[src/iapfc_pkg.sv]
// Purpose: Constants for the in-application flash programming control block
// Assumes: APB slave, 32-bit data, 8-bit registers in the low byte lanes
// Notes: Offsets are byte addresses of one aligned word per register
package iapfc_pkg;
  // ----------------------------------------
  // Register offsets
  // ----------------------------------------
  localparam logic [7:0] OFS_CTRL = 8'h00;
  localparam logic [7:0] OFS_RSTPAT = 8'h04;
  localparam logic [7:0] OFS_BUFCLR = 8'h08;
  localparam logic [7:0] OFS_ADDRL = 8'h0C;
  localparam logic [7:0] OFS_ADDRH = 8'h10;
  localparam logic [7:0] OFS_D0L = 8'h14;
  localparam logic [7:0] OFS_D0H = 8'h18;
  localparam logic [7:0] OFS_D1L = 8'h1C;
  localparam logic [7:0] OFS_D1H = 8'h20;
  localparam logic [7:0] OFS_D2L = 8'h24;
  localparam logic [7:0] OFS_D2H = 8'h28;
  localparam logic [7:0] OFS_D3L = 8'h2C;
  localparam logic [7:0] OFS_D3H = 8'h30;
  // ----------------------------------------
  // Control field positions
  // ----------------------------------------
  localparam int BIT_EWEN = 7;
  localparam int BIT_MODE_HI = 6;
  localparam int BIT_MODE_LO = 4;
  localparam int BIT_UNLOCK = 3;
  localparam int BIT_PGM = 2;
  localparam int BIT_RDEN = 1;
  localparam int BIT_RDGO = 0;
  localparam logic [7:0] RESET_BYTE = 8'h00;
  localparam logic [13:0] RESET_ADDR = 14'h0000;
  // ----------------------------------------
  // Mode codes and patterns
  // ----------------------------------------
  localparam logic [2:0] MODE_WRITE = 3'h0;
  localparam logic [2:0] MODE_ERASE = 3'h1;
  localparam logic [2:0] MODE_READ = 3'h3;
  localparam logic [2:0] MODE_UNLOCK = 3'h6;
  localparam logic [7:0] CHIP_RESET_KEY = 8'h55;
  localparam logic [7:0] KEY1L = 8'h00;
  localparam logic [7:0] KEY2L = 8'h0D;
  localparam logic [7:0] KEY3L = 8'hC3;
  localparam logic [7:0] KEY1H = 8'h04;
  localparam logic [7:0] KEY2H = 8'h09;
  localparam logic [7:0] KEY3H = 8'h40;
  localparam logic [5:0] PAGE_LAST = 6'h3F;
  // ----------------------------------------
  // Timing
  // ----------------------------------------
  localparam int CLK_HZ = 25000000;
  localparam int PGM_TIME_US = 2200;
  localparam int PGM_CYCLES = (CLK_HZ / 1000000) * PGM_TIME_US;
  localparam int UNLOCK_TIME_US = 100;
  localparam int UNLOCK_CYCLES = (CLK_HZ / 1000000) * UNLOCK_TIME_US;
  localparam int READ_CYCLES = 4;
  localparam int BUFCLR_CYCLES = 2;
endpackage

[src/iapfc_ctrl.sv]
// Purpose: Flash in-application programming control registers and sequencer
// Assumes: APB slave on ref_clk; flash array takes start pulses and each operation ends after a fixed cycle count
// Notes: Registers, unlock timer and operation sequencer share one module
`timescale 1ns/100ps
`default_nettype none
module iapfc_ctrl #(
  parameter int PGM_CNT = iapfc_pkg::PGM_CYCLES,
  parameter int UNLOCK_CNT = iapfc_pkg::UNLOCK_CYCLES
) (
  input wire logic ref_clk,
  input wire logic rst_n,
  input wire logic psel,
  input wire logic penable,
  input wire logic pwrite,
  input wire logic [7:0] paddr,
  input wire logic [31:0] pwdata,
  output logic [31:0] prdata,
  output logic pready,
  output logic pslverr,
  output logic cpuHalt,
  output logic chipReset,
  output logic bufWrite,
  output logic [15:0] bufData,
  output logic [5:0] bufIndex,
  output logic bufClear,
  output logic flashErase,
  output logic flashProgram,
  output logic flashRead,
  output logic [13:0] flashAddr
);
  import iapfc_pkg::*;

  typedef enum logic [2:0] {IAPFC_IDLE, IAPFC_PGM, IAPFC_READ, IAPFC_CLR} iapfc_state_t;

  // ----------------------------------------
  // Register storage
  // ----------------------------------------
  logic eraseWriteEnabled;
  logic [2:0] operationMode;
  logic unlockTrigger;
  logic programStart;
  logic readEnable;
  logic readStart;
  logic bufferClearStart;
  logic [7:0] chipResetPattern;
  logic [13:0] addr;
  logic [7:0] firstDataLow;
  logic [7:0] firstDataHigh;
  logic [7:0] unlockLow [1:3];
  logic [7:0] unlockHigh [1:3];
  logic [31:0] unlockTimer;
  logic [31:0] opTimer;
  iapfc_state_t state;

  logic wrEn;
  logic rdEn;
  logic [7:0] wb;
  logic patternOk;
  logic ctrlWr;
  logic opDone;

  // APB access strobes; the slave always answers in the access cycle
  assign wrEn = psel && penable && pwrite;
  assign rdEn = psel && !penable && !pwrite;
  assign wb = pwdata[7:0];
  assign ctrlWr = wrEn && paddr == OFS_CTRL;
  assign patternOk = unlockLow[1] == KEY1L && unlockLow[2] == KEY2L && unlockLow[3] == KEY3L
    && unlockHigh[1] == KEY1H && unlockHigh[2] == KEY2H && unlockHigh[3] == KEY3H;
  assign opDone = opTimer == 32'h00000000;

  // ----------------------------------------
  // APB answer
  // ----------------------------------------
  // Zero wait states; unmapped reads give zero with no error
  always_ff @(posedge ref_clk) begin
    if (!rst_n) begin
      pready <= 1'b0;
      pslverr <= 1'b0;
    end else begin
      pready <= psel && !penable;
      pslverr <= 1'b0;
    end
  end

  // Read data latched in setup so it stands for the access cycle
  always_ff @(posedge ref_clk) begin
    if (!rst_n) begin
      prdata <= 32'h00000000;
    end else if (rdEn) begin
      unique case (paddr)
        OFS_CTRL: prdata <= {24'h000000, eraseWriteEnabled, operationMode, unlockTrigger,
          programStart, readEnable, readStart};
        OFS_RSTPAT: prdata <= {24'h000000, chipResetPattern};
        OFS_BUFCLR: prdata <= {31'h00000000, bufferClearStart};
        OFS_ADDRL: prdata <= {24'h000000, addr[7:0]};
        OFS_ADDRH: prdata <= {26'h0000000, addr[13:8]};
        OFS_D0L: prdata <= {24'h000000, firstDataLow};
        OFS_D0H: prdata <= {24'h000000, firstDataHigh};
        OFS_D1L: prdata <= {24'h000000, unlockLow[1]};
        OFS_D1H: prdata <= {24'h000000, unlockHigh[1]};
        OFS_D2L: prdata <= {24'h000000, unlockLow[2]};
        OFS_D2H: prdata <= {24'h000000, unlockHigh[2]};
        OFS_D3L: prdata <= {24'h000000, unlockLow[3]};
        OFS_D3H: prdata <= {24'h000000, unlockHigh[3]};
        default: prdata <= 32'h00000000;
      endcase
    end
  end

  // ----------------------------------------
  // Data and unlock byte registers
  // ----------------------------------------
  always_ff @(posedge ref_clk) begin
    if (!rst_n) begin
      firstDataLow <= RESET_BYTE;
      firstDataHigh <= RESET_BYTE;
      for (int i = 1; i <= 3; i++) begin
        unlockLow[i] <= RESET_BYTE;
        unlockHigh[i] <= RESET_BYTE;
      end
    end else if (wrEn) begin
      unique case (paddr)
        OFS_D0L: firstDataLow <= wb;
        OFS_D0H: firstDataHigh <= wb;
        OFS_D1L: unlockLow[1] <= wb;
        OFS_D1H: unlockHigh[1] <= wb;
        OFS_D2L: unlockLow[2] <= wb;
        OFS_D2H: unlockHigh[2] <= wb;
        OFS_D3L: unlockLow[3] <= wb;
        OFS_D3H: unlockHigh[3] <= wb;
        default: ;
      endcase
    end
  end

  // ----------------------------------------
  // Write buffer loading and address
  // ----------------------------------------
  // Buffer loads only once erase/write is enabled, so a locked part cannot stage data
  always_ff @(posedge ref_clk) begin
    if (!rst_n) begin
      addr <= RESET_ADDR;
      bufWrite <= 1'b0;
      bufData <= 16'h0000;
      bufIndex <= 6'h00;
    end else begin
      bufWrite <= 1'b0;
      if (wrEn && paddr == OFS_ADDRL) begin
        addr[7:0] <= wb;
      end else if (wrEn && paddr == OFS_ADDRH) begin
        addr[13:8] <= wb[5:0];
      end else if (wrEn && paddr == OFS_D0H && eraseWriteEnabled) begin
        bufWrite <= 1'b1;
        bufData <= {wb, firstDataLow};
        bufIndex <= addr[5:0];
        if (addr[5:0] != PAGE_LAST) begin
          addr <= addr + 14'h0001;
        end
      end
    end
  end

  // ----------------------------------------
  // Unlock procedure
  // ----------------------------------------
  // Trigger arms only in unlock mode; the timer runs out regardless of pattern
  always_ff @(posedge ref_clk) begin
    if (!rst_n) begin
      unlockTrigger <= 1'b0;
      unlockTimer <= 32'h00000000;
    end else if (ctrlWr && wb[BIT_UNLOCK] && !unlockTrigger && wb[BIT_MODE_HI:BIT_MODE_LO] == MODE_UNLOCK) begin
      unlockTrigger <= 1'b1;
      unlockTimer <= 32'(UNLOCK_CNT);
    end else if (unlockTrigger) begin
      if (unlockTimer <= 32'h00000001) begin
        unlockTrigger <= 1'b0;
        unlockTimer <= 32'h00000000;
      end else begin
        unlockTimer <= unlockTimer - 32'h00000001;
      end
    end
  end

  // Enable flag: hardware set wins over a software clear in the same cycle
  always_ff @(posedge ref_clk) begin
    if (!rst_n) begin
      eraseWriteEnabled <= 1'b0;
    end else if (unlockTrigger && patternOk && operationMode == MODE_UNLOCK) begin
      eraseWriteEnabled <= 1'b1;
    end else if (ctrlWr && !wb[BIT_EWEN]) begin
      eraseWriteEnabled <= 1'b0;
    end
  end

  // ----------------------------------------
  // Mode and read enable fields
  // ----------------------------------------
  always_ff @(posedge ref_clk) begin
    if (!rst_n) begin
      operationMode <= MODE_WRITE;
      readEnable <= 1'b0;
      chipResetPattern <= RESET_BYTE;
    end else begin
      if (ctrlWr) begin
        operationMode <= wb[BIT_MODE_HI:BIT_MODE_LO];
        readEnable <= wb[BIT_RDEN];
      end
      if (wrEn && paddr == OFS_RSTPAT) begin
        chipResetPattern <= wb;
      end
    end
  end

  // Chip reset pulse on the key value
  always_ff @(posedge ref_clk) begin
    if (!rst_n) begin
      chipReset <= 1'b0;
    end else begin
      chipReset <= wrEn && paddr == OFS_RSTPAT && wb == CHIP_RESET_KEY;
    end
  end

  // ----------------------------------------
  // Operation sequencer
  // ----------------------------------------
  // Start bits only take when the operation may legally run, else they read zero
  always_ff @(posedge ref_clk) begin
    if (!rst_n) begin
      state <= IAPFC_IDLE;
      programStart <= 1'b0;
      readStart <= 1'b0;
      bufferClearStart <= 1'b0;
      opTimer <= 32'h00000000;
      flashErase <= 1'b0;
      flashProgram <= 1'b0;
      flashRead <= 1'b0;
      bufClear <= 1'b0;
      cpuHalt <= 1'b0;
      flashAddr <= RESET_ADDR;
    end else begin
      flashErase <= 1'b0;
      flashProgram <= 1'b0;
      flashRead <= 1'b0;
      bufClear <= 1'b0;
      unique case (state)
        IAPFC_IDLE: begin
          if (ctrlWr && wb[BIT_PGM] && eraseWriteEnabled
              && (wb[BIT_MODE_HI:BIT_MODE_LO] == MODE_WRITE || wb[BIT_MODE_HI:BIT_MODE_LO] == MODE_ERASE)) begin
            programStart <= 1'b1;
            flashErase <= wb[BIT_MODE_HI:BIT_MODE_LO] == MODE_ERASE;
            flashProgram <= wb[BIT_MODE_HI:BIT_MODE_LO] == MODE_WRITE;
            flashAddr <= addr;
            opTimer <= 32'(PGM_CNT);
            cpuHalt <= 1'b1;
            state <= IAPFC_PGM;
          end else if (ctrlWr && wb[BIT_RDGO] && readEnable && wb[BIT_RDEN]
                       && wb[BIT_MODE_HI:BIT_MODE_LO] == MODE_READ) begin
            readStart <= 1'b1;
            flashRead <= 1'b1;
            flashAddr <= addr;
            opTimer <= 32'(READ_CYCLES);
            cpuHalt <= 1'b1;
            state <= IAPFC_READ;
          end else if (wrEn && paddr == OFS_BUFCLR && wb[0]) begin
            bufferClearStart <= 1'b1;
            bufClear <= 1'b1;
            opTimer <= 32'(BUFCLR_CYCLES);
            state <= IAPFC_CLR;
          end
        end
        IAPFC_PGM: begin
          if (opDone) begin
            programStart <= 1'b0;
            bufClear <= 1'b1;
            cpuHalt <= 1'b0;
            state <= IAPFC_IDLE;
          end else begin
            opTimer <= opTimer - 32'h00000001;
          end
        end
        IAPFC_READ: begin
          if (opDone) begin
            readStart <= 1'b0;
            cpuHalt <= 1'b0;
            state <= IAPFC_IDLE;
          end else begin
            opTimer <= opTimer - 32'h00000001;
          end
        end
        IAPFC_CLR: begin
          if (opDone) begin
            bufferClearStart <= 1'b0;
            state <= IAPFC_IDLE;
          end else begin
            opTimer <= opTimer - 32'h00000001;
          end
        end
      endcase
    end
  end
endmodule
`default_nettype wire

[config.mk]
export PLATFORM = sky130hd
export DESIGN_NAME = iapfc_ctrl
export DESIGN_NICKNAME = d
export VERILOG_FILES = /design/src/iapfc_pkg.sv /design/src/iapfc_ctrl.sv
export SDC_FILE = /design/constraint.sdc
export NUM_CORES = 1
export LEC_CHECK = 0
export BUFFER_PORTS_ARGS = -buffer_cell sky130_fd_sc_hd__buf_2
export CAP_MARGIN = 20
export CORE_UTILIZATION = 45
export CTS_CLUSTER_DIAMETER = 200
export DETAILED_ROUTE_END_ITERATION = 10
export PLACE_DENSITY = 0.67
export SYNTH_ARGS = -nofsm -noshare
export SYNTH_HDL_FRONTEND = slang
export SYNTH_SLANG_ARGS = --single-unit
[constraint.sdc]
create_clock -name ref_clk -period 2.44 [get_ports ref_clk]
set_input_delay 0.488 -clock ref_clk [delete_from_list [all_inputs] [get_ports ref_clk]]
set_output_delay 0.488 -clock ref_clk [all_outputs]
set_load 0.05 [all_outputs]
==> results.tsv <==
metric	value	unit
holdCritPathClass	input port to flop	
min_path_cells	2	
period_minus_slack	2400	ps
num_vias	9040	
setup_violations	0	
grt_antenna_before_repair	3	
fp-row-count	55	
ys_seq_area_share	45.9	%
max_cap_viol_count	0	
ir_worst_vdd	0.468	mV
drive_above_1_share	21.5	%
clk_pin_slew	60	ps
drc_errors	0	
grt_usage	25.4	%
dieArea	23600	µm²
leakage	4.74	nW
fin_crit_sh	98.4	%
synth-edff-count	48	
synth_ff_type	dfxtp_1	
r2r_cells	9	
hp-start	penable	
fmax	0.417	GHz
drtAntennaViolNets	0	
path_max_fanout	10	
async_reset_ff_share	0	%
portBuffers	72	
grt_overflow	0	
finalHoldViolCount	0	
syn-instance-count	1142	
die_x	154	µm
yosysWarningCount	0	
fin_nets	1352	
start_util	45.8	%
crit_required	2860	ps
grt_pass1_vias	8613	
grt_pass1_wl	47200	µm
routed_wl	30100	µm
cts.sinks	213	
pin_count	122	
synth_cell_type_count	78	
endpoint_kind	flop	
vias_per_cell	5.64	
cts-buffers-inserted	24	
clock_skew	29.4	ps
p_per_area	605	nW/µm²
worstPathArrival	2820	ps
grt_max_degree	35	
setup_tns	0	ps
cts_hold_buf	0	
hpwl	21600	µm
outcome	finished, final reports clean	
hold_end	pready	
syn_area	10300	µm²
firstDrtPassIters	5	
core_region_area	22600	µm²
cp-start-kind	flop	
cts-root-buf	clkbuf_16	
clk_latency	540	ps
worstSetupPathType	flop to flop	
synth_seq_cells	213	
worstMarginPinSlew	545	ps
cts_max_level	1	
area_growth_syn_to_layout	21.2	%
worstReg2RegEnd	unlockTimer[8]	
place_congestion	0.964	
cts_tree	yes	
relSlewSlack	63.5	%
drt-initial-drc-count	762	
worst-r2r-setup-slack	40	ps
maxSlewViolCount	0	
hold_slack	174	ps
drt-wirelength-per-cell	18.8	µm
rr_startpoint	unlockTimer[9]	
clockBufferDepth	3	
dieHeight	154	µm
syn_area_per_cell	9.05	µm²
-- registers in the layout, indices dropped and copies added, names as in the netlist, 2 cells and up --
register and count:
unlockLow 24, firstDataHigh 8, firstDataLow 8, chipResetPattern 8, state 2, bufIndex 6, operationMode 3, unlockTimer 32
addr 14, bufData 16, opTimer 32, unlockHigh 24, flashAddr 14, prdata 8
-- where the power goes --
group / total, W / internal [W] / switching [W]
Sequential: 0.00368 / 0.00364 / 0.0000330
Clock: 0.00344 / 0.00199 / 0.00146
Combinational: 0.000452 / 0.000131 / 0.000321
Total: 0.00757 / 0.00576 / 0.00181
-- stage by stage --
step	utilization [%]	cell area (µm²)	power, W	std cells	worst slack [ps]
after floorplan	-	10500	0.00404	1166	-161
after global placement	51.7	11700	0.00419	1552	-194
after detailed placement	51.7	11700	0.00419	1552	-273
after CTS	55.0	12400	0.00762	1595	51.6
after global routing	55.5	12500	0.00779	1602	-30.8
final	55.5	12500	0.00757	1603	40.1
-- cells in the mapped netlist (4+ instances only) --
master     instances  share of area [%]
nand2_1          132                4.8
nand4b_1           4               0.34
a22oi_1           12               0.87
nor2b_1            7               0.42
o21ai_0           46                2.2
or2_2              5               0.30
o2111ai_1          4               0.34
o22ai_1            6               0.36
xnor2_1           22                1.9
dfxtp_1          165                 32
clkbuf_1          58                2.1
a21oi_1           75                3.6
nor4_1            23                1.4
and2_1            53                3.2
o211ai_1          14                1.0
mux2_2            16                1.7
a211oi_1           4               0.29
nand4_1           10               0.61
inv_1             12               0.44
ha_1              10                1.2
or4_1             10               0.73
mux2i_1           39                3.8
and3_1             6               0.36
nor3_1            28                1.4
nor2_1           128                4.7
nand3_1           26                1.3
or3_1              9               0.55
nand3b_1          10               0.73
nor3b_1            5               0.36
xor2_1            25                2.1
edfxtp_1          48                 14
o31ai_1            6               0.44
nor4b_1           11               0.93
o2bb2ai_1          4               0.34
a31oi_1           13               0.79
buf_4             29                2.1
-- worst max path at each step --
stage | endpoint | from | depth (start not counted) | slack (ps)
detailed placement | opTimer[24] | paddr[0] | 8 | -270
finish | unlockTimer[8] | unlockTimer[9] | 9 | 40
global route | unlockTimer[11] | unlockTimer[9] | 8 | -30
floorplan | opTimer[25] | paddr[2] | 8 | -160
CTS | opTimer[2] | opTimer[20] | 6 | 50
global placement | opTimer[24] | paddr[0] | 8 | -190
-- area by class of cell --
class                      instances  area (µm²)
antenna                            4        10.0
clock buffer                      38         704
clock inverter                     5        51.3
fill                            2041       10100
inverter                          12        45.0
multi-input combinational        847        5230
sequential                       213        4740
tap                              285         357
timing repair buffer             199        1380
-- repair_timing --
item,in CTS,in global routing
setup buffers,0,3
resized for setup,0,8
endpoints found under the hold margin,0,0
setup endpoints to repair,0,17
-- cell usage in the layout, fill, tap and decap left out, types with 26 or more instances in the layout --
cell type  instances
edfxtp_1          48
nor2_1           128
mux2i_1           39
nand3_1           26
nand2_1          132
and2_1            53
dfxtp_1          165
buf_4            122
nor3_1            28
buf_2             72
a21oi_1           75
o21ai_0           45
-- cells by family after synthesis --
family	synth area share [%]
adder cells (fa/ha/maj)	1.21
multiplexers	5.96
other	0.0363
AND/OR/NAND/NOR	24.5
XOR/XNOR	3.98
AO/OA/AOI/OAI	13.3
flip-flops	45.9
buffers and inverters	5.09
-- worst max-delay path: stages (launching register included) --
cell	delay [ps]
dfxtp_1	310
or4_4	540
or4_1	400
buf_4	190
nor4_4	290
buf_4	170
buf_4	110
nor2_1	40
nor3_1	170
nor2_1	60
-- layer usage --
layer,up-vias,part of all wire [%],GRT usage [%]
met5,-,0,0
met1,4342,44,33.4
met2,279,47,42.1
li1,4355,-,-
met3,64,5.0,3.18
met4,0,4.1,11.1
Power figures use the tool's default switching activity.
